File: config.mk
export PLATFORM = sky130hd
export DESIGN_NAME = scsc_top
export DESIGN_NICKNAME = d
export VERILOG_FILES = /design/src/design/scsc_pkg.sv /design/src/design/scsc_top.sv
export SDC_FILE = /design/constraint.sdc
export NUM_CORES = 1
export LEC_CHECK = 0
export ABC_AREA = 1
export BUFFER_PORTS_ARGS = -buffer_cell sky130_fd_sc_hd__buf_2
export CAP_MARGIN = 20
export CORE_ASPECT_RATIO = 2
export CORE_UTILIZATION = 25
export DETAILED_ROUTE_END_ITERATION = 10
export GPL_ROUTABILITY_DRIVEN = 1
export HOLD_SLACK_MARGIN = 0.08
export PLACE_DENSITY_LB_ADDON = 0.05
export SKIP_LAST_GASP = 1
export SLEW_MARGIN = 20
export SYNTH_ARGS = -nofsm -noshare
export SYNTH_HDL_FRONTEND = slang
export SYNTH_SLANG_ARGS = --single-unit
File: constraint.sdc
create_clock -name clk_i -period 1.7 [get_ports clk_i]
set_clock_uncertainty 0.1 [all_clocks]
set_input_delay 0.085 -clock clk_i [delete_from_list [all_inputs] [get_ports clk_i]]
set_output_delay 0.085 -clock clk_i [all_outputs]
set_load 0.005 [all_outputs]
File: src/design/scsc_pkg.sv
/*
  Package for the system clock select control block: register offsets,
  field positions, reset values, unlock keys and timing counts.
  Assumes a 32-bit classic Wishbone register bus and a 50 MHz clock.
*/
package scsc_pkg;

  // ****************************************
  // Register map (byte addresses)
  // ****************************************
  localparam logic [3:0] SCSC_OFF_CTRL   = 4'h0; // oscillator_control_reg
  localparam logic [3:0] SCSC_OFF_UNLOCK = 4'h4; // unlock key port
  localparam logic [3:0] SCSC_OFF_STATUS = 4'h8; // interrupt status, write one clears
  localparam logic [3:0] SCSC_OFF_MASK   = 4'hC; // interrupt mask

  // ****************************************
  // Control register fields
  // ****************************************
  localparam int SCSC_CTL_SEL_LSB = 0;  // [1:0] clock source select
  localparam int SCSC_CTL_RC_EN   = 2;  // RC oscillator enable
  localparam int SCSC_CTL_RC_LOW  = 3;  // RC low frequency setting
  localparam int SCSC_CTL_FD_EN   = 4;  // failure detection enable
  localparam int SCSC_CTL_FAILED  = 5;  // read only: running on fallback
  localparam int SCSC_CTL_LOCKED  = 6;  // read only: register locked
  localparam int SCSC_CTL_ACT_LSB = 8;  // [9:8] read only: active source

  localparam logic [1:0] SCSC_SRC_RC  = 2'h0;
  localparam logic [1:0] SCSC_SRC_EXT = 2'h1;
  localparam logic [1:0] SCSC_SRC_WDO = 2'h2;

  localparam logic [4:0] SCSC_CTL_RESET = 5'h04; // RC high, enabled, no detection

  // ****************************************
  // Unlock keys, written in this order
  // ****************************************
  localparam logic [7:0] SCSC_KEY1 = 8'hE7;
  localparam logic [7:0] SCSC_KEY2 = 8'h18;

  // ****************************************
  // Status bits
  // ****************************************
  localparam int SCSC_ST_FAIL   = 0; // primary clock failed
  localparam int SCSC_ST_SWITCH = 1; // source changed
  localparam int SCSC_ST_REJECT = 2; // locked write ignored
  localparam int SCSC_ST_W      = 3;

  // ****************************************
  // Timing
  // ****************************************
  localparam int SCSC_CLK_HZ      = 50_000_000;
  localparam int SCSC_FAIL_US     = 1000; // no edge for this long means failure
  localparam int SCSC_FAIL_CYCLES = SCSC_FAIL_US * (SCSC_CLK_HZ / 1_000_000);

endpackage

File: src/design/scsc_top.sv
/*
  System clock select control: picks RC (high or low), external pin clock
  or watchdog oscillator, detects a stalled primary source and falls back.
  Assumes oscillator clocks arrive as plain inputs sampled by clk_i and
  a classic Wishbone master on the register side.
*/
`timescale 1ns/100ps
`default_nettype none

module scsc_top
  import scsc_pkg::*;
#(
  parameter int FAIL_CYCLES = scsc_pkg::SCSC_FAIL_CYCLES
) (
  input  wire logic        clk_i,        // System clock, 50 MHz
  input  wire logic        rst_i,        // Synchronous reset, high
  input  wire logic        cyc_i,        // Wishbone cycle
  input  wire logic        stb_i,        // Wishbone strobe
  input  wire logic        we_i,         // Wishbone write enable
  input  wire logic [3:0]  adr_i,        // Wishbone byte address
  input  wire logic [3:0]  sel_i,        // Wishbone byte selects
  input  wire logic [31:0] dat_i,        // Wishbone write data
  output logic      [31:0] dat_o,        // Wishbone read data
  output logic             ack_o,        // Wishbone acknowledge
  input  wire logic        rc_hi_clk_i,  // RC oscillator, high setting
  input  wire logic        rc_lo_clk_i,  // RC oscillator, low setting
  input  wire logic        ext_clk_i,    // external_clock_input_pin
  input  wire logic        wdo_clk_i,    // watchdog_timer oscillator
  output logic             rc_en_o,      // Enable RC oscillator
  output logic             rc_low_o,     // RC frequency select, 1 = low
  output logic      [1:0]  clk_sel_o,    // Active source to the clock mux
  output logic             sys_clk_o,    // Selected clock, sampled
  output logic             irq_o         // Level interrupt
);

  // ****************************************
  // Bus decode
  // ****************************************
  logic req, wr, rd;
  logic ack_q, ack_d;
  assign req = cyc_i & stb_i & ~ack_q;
  assign wr  = req & we_i & sel_i[0];
  assign rd  = req & ~we_i;

  // ****************************************
  // State
  // ****************************************
  logic [4:0]        ctl_q, ctl_d;
  // One-hot unlock tracker; any stray key write falls back to locked
  typedef enum logic [2:0] {
    SCSC_KEY_LOCKED = 3'b001,
    SCSC_KEY_HALF   = 3'b010,
    SCSC_KEY_OPEN   = 3'b100
  } scsc_key_t;
  scsc_key_t         key_q, key_d;
  logic [1:0]        act_q, act_d;
  logic              failed_q, failed_d;
  logic [SCSC_ST_W-1:0] st_q, st_d, msk_q, msk_d;
  logic              prev_q, prev_d;
  logic [31:0]       wd_q, wd_d;
  logic [31:0]       dat_q, dat_d;

  logic src_clk, edge_seen, fail_ev, rej_ev, sw_ev;

  always_comb begin
    case (act_q)
      SCSC_SRC_EXT: src_clk = ext_clk_i;
      SCSC_SRC_WDO: src_clk = wdo_clk_i;
      default:      src_clk = ctl_q[SCSC_CTL_RC_LOW] ? rc_lo_clk_i : rc_hi_clk_i;
    endcase
  end

  assign edge_seen = src_clk ^ prev_q;

  always_comb begin
    ctl_d    = ctl_q;
    key_d    = key_q;
    act_d    = act_q;
    failed_d = failed_q;
    prev_d   = src_clk;
    wd_d     = edge_seen ? 32'h0 : wd_q + 32'h1;
    rej_ev   = 1'b0;
    sw_ev    = 1'b0;
    fail_ev  = 1'b0;
    // Two-key unlock; any other unlock write relocks
    if (wr && adr_i == SCSC_OFF_UNLOCK) begin
      case (key_q)
        SCSC_KEY_LOCKED: key_d = (dat_i[7:0] == SCSC_KEY1) ? SCSC_KEY_HALF : SCSC_KEY_LOCKED;
        SCSC_KEY_HALF:   key_d = (dat_i[7:0] == SCSC_KEY2) ? SCSC_KEY_OPEN : SCSC_KEY_LOCKED;
        default:         key_d = SCSC_KEY_LOCKED;
      endcase
    end
    if (wr && adr_i == SCSC_OFF_CTRL) begin
      key_d = SCSC_KEY_LOCKED;
      if (key_q == SCSC_KEY_OPEN) begin
        ctl_d = dat_i[4:0];
        if (dat_i[1:0] != 2'h3) begin
          act_d    = dat_i[1:0];
          failed_d = 1'b0;
          wd_d     = 32'h0;
          sw_ev    = (dat_i[1:0] != act_q);
        end
      end else begin
        rej_ev = 1'b1;
      end
    end
    // Fallback to the RC high setting; the watchdog clock is only a
    // backup if the RC itself was the one that stalled.
    if (ctl_q[SCSC_CTL_FD_EN] && wd_q >= 32'(FAIL_CYCLES - 1) && !edge_seen) begin
      fail_ev  = 1'b1;
      failed_d = 1'b1;
      wd_d     = 32'h0;
      act_d    = (act_q == SCSC_SRC_RC) ? SCSC_SRC_WDO : SCSC_SRC_RC;
      ctl_d[SCSC_CTL_RC_EN]  = 1'b1;
      ctl_d[SCSC_CTL_RC_LOW] = 1'b0;
    end
  end

  // ****************************************
  // Interrupts and bus answer
  // ****************************************
  always_comb begin
    logic [SCSC_ST_W-1:0] clr, ev;
    clr = (wr && adr_i == SCSC_OFF_STATUS) ? dat_i[SCSC_ST_W-1:0] : '0;
    ev  = '0;
    ev[SCSC_ST_FAIL]   = fail_ev;
    ev[SCSC_ST_SWITCH] = sw_ev | fail_ev;
    ev[SCSC_ST_REJECT] = rej_ev;
    st_d  = (st_q & ~clr) | ev;          // Set wins over clear
    msk_d = (wr && adr_i == SCSC_OFF_MASK) ? dat_i[SCSC_ST_W-1:0] : msk_q;
    ack_d = req;
    dat_d = dat_q;
    if (rd) begin
      case (adr_i)
        SCSC_OFF_CTRL: begin
          dat_d = 32'h0;
          dat_d[4:0] = ctl_q;
          dat_d[SCSC_CTL_FAILED] = failed_q;
          dat_d[SCSC_CTL_LOCKED] = (key_q != SCSC_KEY_OPEN);
          dat_d[SCSC_CTL_ACT_LSB+1:SCSC_CTL_ACT_LSB] = act_q;
        end
        SCSC_OFF_STATUS: dat_d = {29'h0, st_q};
        SCSC_OFF_MASK:   dat_d = {29'h0, msk_q};
        default:         dat_d = 32'h0;
      endcase
    end
  end

  always_ff @(posedge clk_i) begin
    if (rst_i) begin
      ctl_q    <= SCSC_CTL_RESET;
      key_q    <= SCSC_KEY_LOCKED;
      act_q    <= SCSC_SRC_RC;
      failed_q <= 1'b0;
      st_q     <= '0;
      msk_q    <= '0;
      prev_q   <= 1'b0;
      wd_q     <= 32'h0;
      ack_q    <= 1'b0;
      dat_q    <= 32'h0;
    end else begin
      ctl_q    <= ctl_d;
      key_q    <= key_d;
      act_q    <= act_d;
      failed_q <= failed_d;
      st_q     <= st_d;
      msk_q    <= msk_d;
      prev_q   <= prev_d;
      wd_q     <= wd_d;
      ack_q    <= ack_d;
      dat_q    <= dat_d;
    end
  end

  assign ack_o     = ack_q;
  assign dat_o     = dat_q;
  assign rc_en_o   = ctl_q[SCSC_CTL_RC_EN];
  assign rc_low_o  = ctl_q[SCSC_CTL_RC_LOW];
  assign clk_sel_o = act_q;
  assign sys_clk_o = prev_q;
  assign irq_o     = |(st_q & msk_q);

endmodule

`default_nettype wire

# Word-level counts from Yosys, hierarchy flattened
# Index checks and enable logic that the tools add are counted.
# Widths: inputs -> output; s select.
# word_totals
regBits	83
out_inout_bits	39
# op_classes
addsub	1
magnitude_cmp	1
eq_ne	13
mux	26
bitwise	13
reduce_logical	17
# op_table
op	count
$mux 32	4
$add 32x1->32 const B	1
$ge 32x16->1 const B	1
$pmux 10 s3	1
$mux 2	6
$mux 1	11
$eq 4x4->1 const B	2
$eq 8x5->1 const B	1
$eq 8x8->1 const B	1
$and 3x3->3	2
$logic_and 1x1->1	6
$mux 3	2
$pmux 3 s2	1
$reduce_bool 2->1	3
$and 1x1->1	5
$eq 4x3->1 const B	1
$logic_not 4->1	1
$reduce_or 2->1	2
$eq 3x1->1 const B	1
$eq 3x2->1 const B	1
$eq 3x3->1 const B	1
$ne 3x3->1 const B	1
$not 3->3	1
$or 3x3->3	1
13 further kinds	14

# Logic depth before layout (Yosys ltp)
# Gate-level depths: netlist (run 1).
# logic_depth
depth_word	9
depth_mapped	12
depth_no_buf	12

# Least setup slack after synthesis (run 1)
# No wires, ideal clock.
# synth_timing
kind	reg-to-reg
startpoint	reg act_q[0], in the netlist clk_sel_o[0]
endpoint	reg wd_q[23]
setup_time_ps	117
arrival_ps	1601
t_required_ps	1483
path_slack_ps	-118
stages_incl_launch_ff	13
path_cell_list	dfxtp_1 inv_1 ha_1 inv_1 nand3_1 nand2_1 nand2_1 nand2_1 nor2_1 nand2_4 nand3_4 buf_8 nor2_2
# synth_via
elab_chain_cells	7
# synth_rtl
element	line	source
from (decl)	scsc_top.sv:56	logic [1:0] act_q, act_d;
from (signal assigned)	scsc_top.sv:164	act_q <= act_d;
$eq 2x2->1 / $eq 2x1->1 (equally long branches)	scsc_top.sv:66	case (act_q)
$pmux 1 s2 (*)	scsc_top.sv:66	
$xor 1x1->1 (*)	scsc_top.sv:73	assign edge_seen = src_clk ^ prev_q;
$mux 32	scsc_top.sv:81	wd_d = edge_seen ? 32'h0 : wd_q + 32'h1;
$mux 32	scsc_top.sv:97	if (dat_i[1:0] != 2'h3) begin
$mux 32	scsc_top.sv:95	if (key_q == SCSC_KEY_OPEN) begin
$mux 32	scsc_top.sv:93	if (wr && adr_i == SCSC_OFF_CTRL) begin
to (signal assigned)	scsc_top.sv:169	wd_q <= wd_d;
to (decl)	scsc_top.sv:60	logic [31:0] wd_q, wd_d;
# Every way passes the cells marked *; elsewhere a longest branch is shown, timed or not.
# A chain may end at the register's enable or synchronous reset.

# Worst setup path in the final report (run 1)
# layout_timing
startpoint	reg act_q[1], in the netlist clk_sel_o[1]
endpoint	reg wd_q[22]
# The elaborated chain is that of the path after synthesis.

==> results by group, run 1 <==
Outcome
  – Status: complete, but fails checks
  – Violated checks: design-rule violations, negative setup slack

Die
  – Die Wd: 83.97 um
  – Die Ht: 165.9 um
  – Die footprint: 13,930 um2
  – I/O Pins: 88
  – Core area: 13,070 um2
  – FP Rows: 59
  – Starting density of the core: 25.71%

Run
  – Max Cap Viol: 0

STA
  – TNS Setup: -0.8451 ns
  – Final WS setup: -0.04544 ns
  – Achievable clock frequency: 0.5729 GHz
  – RSZ-0062 raised after global routing: true
  – Fin crit share: 102.7%
  – Final hold vios: 0
  – Final setup violation count: 33
  – Period minus WS final: 1.745 ns
  – Max-slew violations: 0
  – Fin Hold WS: 0.08827 ns

Setup path
  – Crit path DAT: 1.86 ns
  – Data required, critical path: 1.81 ns
  – CP bufs+invs: 2
  – Crit end category: flop
  – Critical path's top delay family: simple AND/OR/NAND/NOR gates
  – Crit path max-delay cell type: dfxtp_2
  – Critical path, cell by cell: buf_4, ha_2, nand2_2, nand3_2, nand3_1, nand2_2, nor2_4, nand2_4, nand3_4, buf_12, nor2_4
  – Worst Setup Path Type: reg2reg
  – Worst setup SP type: flop
  – Path depth of the worst reg2reg path: 11
  – Max incr delay on CP: 0.33 ns
  – Cell depth of the worst setup path: 11
  – CP max FO: 7

Clock network
  – H-tree depth: 3
  – CTS tree: yes
  – Clk Latency, worst-skew pair: 0.33 ns
  – TritonCTS Buffers: 9
  – Clk buf depth: 2
  – Clk root buf: clkbuf_16
  – Clock Sinks: 60
  – Clock transition at the registers of the reported paths: 0.06 ns

Power and ir drop
  – Combinational share of power: 6.3%
  – Reg power frac: 38.8%
  – Internal power: 2.836 mW
  – Clk pwr share: 54.9%
  – Leakage dissipation: 1.996 nW
  – Switching pwr: 0.8153 mW
  – Sw Ratio: 22.33%
  – Peak VDD IR: 0.4592 mV
  – Pwr dens: 764.3 nW/um2

Routing
  – Drt total wl: 10,590 um
  – Avg WL per Cell: 13.70 um
  – Routed Antenna Nets: 0
  – Pre-antenna DRT Iters: 7
  – DRC Markers: 11
  – Via density per instance: 4.356
  – Starting DRC count in detailed routing: 71
  – DR vias: 3,367

Global route
  – Vias in the first global route: 3,528
  – Gr usage total: 16.13%
  – Antenna violations before repair: 0
  – Overflow after GRT: 0
  – Largest net degree at the start of global routing: 14
  – First-pass GRT wire length: 17,040 um

Finish
  – Net count, final: 669
  – Layout Area Growth over Synthesis: 42.20%
  – Ant. Diodes: 0
  – Proportion of layout cells with a drive suffix above 1: 29.79%

Placed design
  – Port Buffers: 37
  – GP Congestion: 0.8065
  – Detail Placement HPWL: 8543 um

Synth
  – Syn_area_per_cell: 6.856 um2
  – Yosys reg bits: 60
  – Post-synth top area share: 35.75%
  – Ys flop type: dfxtp_1
  – Ranking of synthesized cells by area: dfxtp_1, nand2_1, nor2_1, inv_1, xor2_1
  – Post-Synthesis Cells: 490
  – Post-synth top cells: nand2_1, nor2_1, dfxtp_1
  – Async set or reset register ratio after synthesis: 0%
  – Netlist cell types: 37
  – Synth area leader: dfxtp_1
  – YS warnings: 0
  – Post-synthesis sequential area ratio: 35.75%
  – Post-synth EDFFs: 0
  – Top-count cell post-synth: nand2_1
  – Mapped cell area: 3359 um2

Min path
  – Worst hold stages: 5
  – Min-Delay Path Class: in2reg
## cells by family (layout without fill, tap and decap cells)
kind of cell | after synthesis | in the layout | share of synthesized area (%)
compound gates | 37 | 37 | 5.959
xor+xnor | 26 | 26 | 6.778
fa+ha+maj | 4 | 4 | 1.490
buf+inv | 83 | 192 | 12.63
flops | 60 | 60 | 35.75
other cells | 1 | 23 | 0.1116
simple gates | 279 | 279 | 37.28
## placed cells by master, fill, tap and decap left out, types with 11 or more instances in the layout
master         synthesis  layout
dfxtp_1               60      58
buf_2                  0      37
nand2_1              121     117
buf_4                 23      66
nand3_1               32      28
dlygate4sd3_1          0      14
xor2_1                21      21
nor2_2                17      20
nor2_1                76      66
o21ai_0               11      11
a21oi_1               21      20
conb_1                 1      23
inv_1                 49      45
## per-layer routing
| metal | wire length [um] | global-route usage [%] |
|---|---|---|
| met3 | 293 | 3.181 |
| met5 | 0 | 0 |
| met4 | 412 | 8.621 |
| met2 | 6405 | 33.68 |
| met1 | 3477 | 13.46 |
## power groups by stage
| stage | clock (mW) | combinational [mW] | sequential [mW] |
|---|---|---|---|
| 2_1_floorplan | 0 | 0.141 | 1.45 |
| 3_3_place_gp | 0 | 0.194 | 1.45 |
| 3_5_place_dp | 0 | 0.196 | 1.45 |
| 4_1_cts | 2.07 | 0.230 | 1.42 |
| 5_1_grt | 2.12 | 0.255 | 1.42 |
| 6_report | 2.00 | 0.230 | 1.42 |
## worst paths after layout
path,start,end,slack [ns]
setup / recovery,clk_sel_o[1],wd_q[22],-0.05
hold reg to reg,dat_o[6],dat_o[6],0.36
hold / removal,adr_i[0],msk_q[1],0.09
setup reg to reg,clk_sel_o[1],wd_q[22],-0.05
## sequential cells by signal, summed over array words and instances (netlist names)
name and count:
ack_o 1, clk_sel_o 2, ctl_q 5, dat_o 9, failed_q 1, key_q 3
msk_q 3, st_q 3, sys_clk_o 1, wd_q 32
## final cells by class
type,instances,area (um2)
Clock buffer,12,246.5
Clock inverter,4,72.57
Fill cell,1416,8289
Inverter,54,205.2
Multi-Input combinational cell,369,1956
Sequential cell,60,1204
Tap cell,152,190.2
Timing Repair Buffer,122,903.4
## through the flow
stage	std cells	power, mW	util (%)	setup WS, ns	cell area [um2]
after global placement	740	1.642	31.81	-0.1480	4156
after detailed placement	740	1.644	31.81	-0.1451	4156
after floorplan	512	1.589	-	0.01162	3455
after CTS	772	3.717	36.23	-0.04685	4735
final	773	3.651	36.56	-0.04544	4777
after global routing	773	3.795	36.56	-0.1702	4777
## worst register-to-register path, stage by stage (launching register included)
cell and delay [ns]:
dfxtp_2 0.33, buf_4 0.13, ha_2 0.17, nand2_2 0.06, nand3_2 0.08, nand3_1 0.10, nand2_2 0.10, nor2_4 0.14
nand2_4 0.08, nand3_4 0.12, buf_12 0.17, nor2_4 0.05
## what timing repair did
| action | in CTS | in global routing |
|---|---|---|
| buffers inserted | 2 | 1 |
| pin swaps | 1 | 1 |
| cloned | 0 | 0 |
| endpoints found under the hold margin | 17 | 0 |
| resized for setup | 23 | 12 |
| endpoints found under the setup margin | 34 | 38 |
| hold buffers | 14 | 0 |
No activity file was read; power rests on OpenSTA's default activity.
==> run 2: changes to the inputs <==
==> constraint.sdc (replaced) <==
create_clock -name clk_i -period 2 [get_ports clk_i]
set_clock_uncertainty 0.1 [all_clocks]
set_input_delay 0.1 -clock clk_i [delete_from_list [all_inputs] [get_ports clk_i]]
set_output_delay 0.1 -clock clk_i [all_outputs]
set_load 0.005 [all_outputs]
==> results by group, run 2 (synthesis results as in run 1) <==
Setup path
  – FF-to-FF Start: clk_sel_o[0] (was clk_sel_o[1])
  – Critical Path Start: clk_sel_o[0] (was clk_sel_o[1])
  – Critical path, cell by cell: inv_2, ha_4, inv_1, nand3_1, nand2_1, nand2_1, nand2_2, nor2_4, nand2_4, nand3_4, clkbuf_16, nor2_1 (was buf_4, ha_2, nand2_2, nand3_2, nand3_1, nand2_2, nor2_4, nand2_4, nand3_4, buf_12, nor2_4)
  – Crit end category: flop (unchanged)
  – Critical path's most frequent cell: nand2_1
  – Worst setup SP type: flop (unchanged)
  – Reg2reg setup slack: 0.11 ns (was -0.05 ns)
  – Path depth of the worst reg2reg path: 12 (was 11)
  – CP max FO: 8 (was 7)
  – Worst Setup Path Type: reg2reg (unchanged)
  – Crit path max-delay cell type: dfxtp_1 (was dfxtp_2)
  – Crit path DAT: 2.01 ns (was 1.86 ns)
  – Data required, critical path: 2.12 ns (was 1.81 ns)
  – Max incr delay on CP: 0.34 ns (was 0.33 ns)

Run
  – Max Cap Viol: 0 (unchanged)

Clock network
  – H-tree depth: 3 (unchanged)
  – TritonCTS Buffers: 9 (unchanged)
  – Clk root buf: clkbuf_16 (unchanged)
  – Clock Sinks: 60 (unchanged)
  – Clk Latency, worst-skew pair: 0.33 ns (about the same)
  – Clk buf depth: 2 (unchanged)
  – Clock transition at the registers of the reported paths: 0.05 ns (was 0.06 ns)
  – CTS tree: yes (unchanged)

Placed design
  – Cells after DPL: 689 (was 740)
  – Port Buffers: 37 (unchanged)
  – GP Congestion: 0.8509 (was 0.8065)
  – Placement Setup Slack: 0.05828 ns (was -0.1451 ns)
  – Post-DP Area: 3736 um2 (was 4156 um2)
  – Detail Placement HPWL: 8312 um (was 8543 um)

Global route
  – Gr usage total: 15.76% (was 16.13%)
  – Overflow after GRT: 0 (unchanged)
  – First-pass GRT wire length: 16,640 um (was 17,040 um)
  – Antenna violations before repair: 0 (unchanged)
  – Largest net degree at the start of global routing: 32 (was 14)
  – Vias in the first global route: 3,244 (was 3,528)

STA
  – Achievable clock frequency: 0.5289 GHz (was 0.5729 GHz)
  – Period minus WS final: 1.891 ns (was 1.745 ns)
  – Max-slew violations: 0 (unchanged)
  – Final WS setup: 0.1093 ns (was -0.04544 ns)
  – Fin Hold WS: 0.08053 ns (was 0.08827 ns)
  – Fin crit share: 94.53% (was 102.7%)
  – Final setup violation count: 0 (was 33)
  – Final hold vios: 0 (unchanged)

Min path
  – Min-Delay Path Class: in2reg (unchanged)
  – Hold Startpoint: rst_i (was adr_i[0])
  – Worst hold stages: 3 (was 5)

Finish
  – Net count, final: 615 (was 669)
  – Final cell count without fillers: 718 (was 773)
  – Most frequent cells in the layout: nand2_1, nor2_1, dfxtp_1 (was nand2_1, nor2_1, buf_4)
  – Final design area excluding fillers: 4255 um2 (was 4777 um2)
  – Ant. Diodes: 0 (unchanged)
  – Proportion of layout cells with a drive suffix above 1: 20.14% (was 29.79%)
  – Largest Register: wd_q (unchanged)
  – Post-layout util: 32.57% (was 36.56%)
  – Most common cell after layout, fill and taps aside: nand2_1 (unchanged)
  – Max reg flops: 32 (unchanged)
  – Layout Area Growth over Synthesis: 26.67% (was 42.20%)

Die
  – FP Rows: 59 (unchanged)
  – I/O Pins: 88 (unchanged)
  – Starting density of the core: 25.71% (unchanged)
  – Die Ht: 165.9 um (unchanged)
  – Die Wd: 83.97 um (unchanged)
  – Core area: 13,070 um2 (unchanged)
  – Die footprint: 13,930 um2 (unchanged)

Outcome
  – Violated checks: design-rule violations (was design-rule violations, negative setup slack)
  – Status: complete, but fails checks (unchanged)

Routing
  – DRC Markers: 2 (was 11)
  – Drt total wl: 10,790 um (was 10,590 um)
  – Pre-antenna DRT Iters: 7 (unchanged)
  – Avg WL per Cell: 15.03 um (was 13.70 um)
  – Via density per instance: 4.365 (was 4.356)
  – DR vias: 3,134 (was 3,367)
  – Starting DRC count in detailed routing: 166 (was 71)
  – Routed Antenna Nets: 0 (unchanged)

Power and ir drop
  – Pwr dens: 710.9 nW/um2 (was 764.3 nW/um2)
  – Peak VDD IR: 0.4318 mV (was 0.4592 mV)
  – Leakage dissipation: 1.718 nW (was 1.996 nW)
## run 2: cell types whose count changed in the layout (fill, tap and decap cells not counted), sizes merged
| cell | delta |
|---|---|
| clkbuf | +2 |
| buf | -52 |
| clkinvlp | +1 |
| clkinv | -1 |
| bufinv | -1 |
| dlygate4sd3 | -4 |
## run 2: worst paths after layout
check	endpoint
worst min register to register	dat_o[6]
worst min-delay path	dat_o[4]
worst max-delay path	wd_q[14]
worst max register to register	wd_q[14]
## run 2: per-layer routing
| metal | vias up | GRT usage [%] | wire (um) |
|---|---|---|---|
| met5 | - | 0 | 0 |
| met4 | 0 | 7.571 | 366 |
| met3 | 26 | 2.584 | 250 |
| met2 | 57 | 32.86 | 6637 |
| met1 | 1415 | 13.85 | 3536 |
| li1 | 1636 | - | - |
## run 2: area by class of cell
type	instances	area (um2)
Fill cell	1441	8811
Multi-Input combinational cell	369	1854
Sequential cell	60	1202
Timing Repair Buffer	68	494.2
Clock buffer	12	266.5
Inverter	54	202.7
Tap cell	152	190.2
Clock inverter	3	45.04
## run 2: per-stage QoR
stage	power (mW)	TNS, ns
global route	3.137	-0.2603
CTS	3.033	0
global placement	1.377	0
detailed placement	1.378	0
floorplan	1.349	0
finish	3.025	0
## run 2: report_power, final
group	switching (mW)	internal (mW)	total [mW]
Clock	0.573	1.06	1.63
Combinational	0.110	0.0778	0.188
Sequential	0.00395	1.20	1.21
Total	0.687	2.34	3.03
## run 2: timing repair
item,in CTS,in global routing
hold endpoints to repair,10,0
setup endpoints to repair,0,36
setup buffers,0,1
hold buffers,10,0
gates resized for setup,0,10
## run 2: critical path, delay by kind of cell (launching register included)
family	cells	cell delay (ns)
flops	1	0.34
fa+ha+maj	1	0.27
simple gates	8	0.76
buf+inv	3	0.31
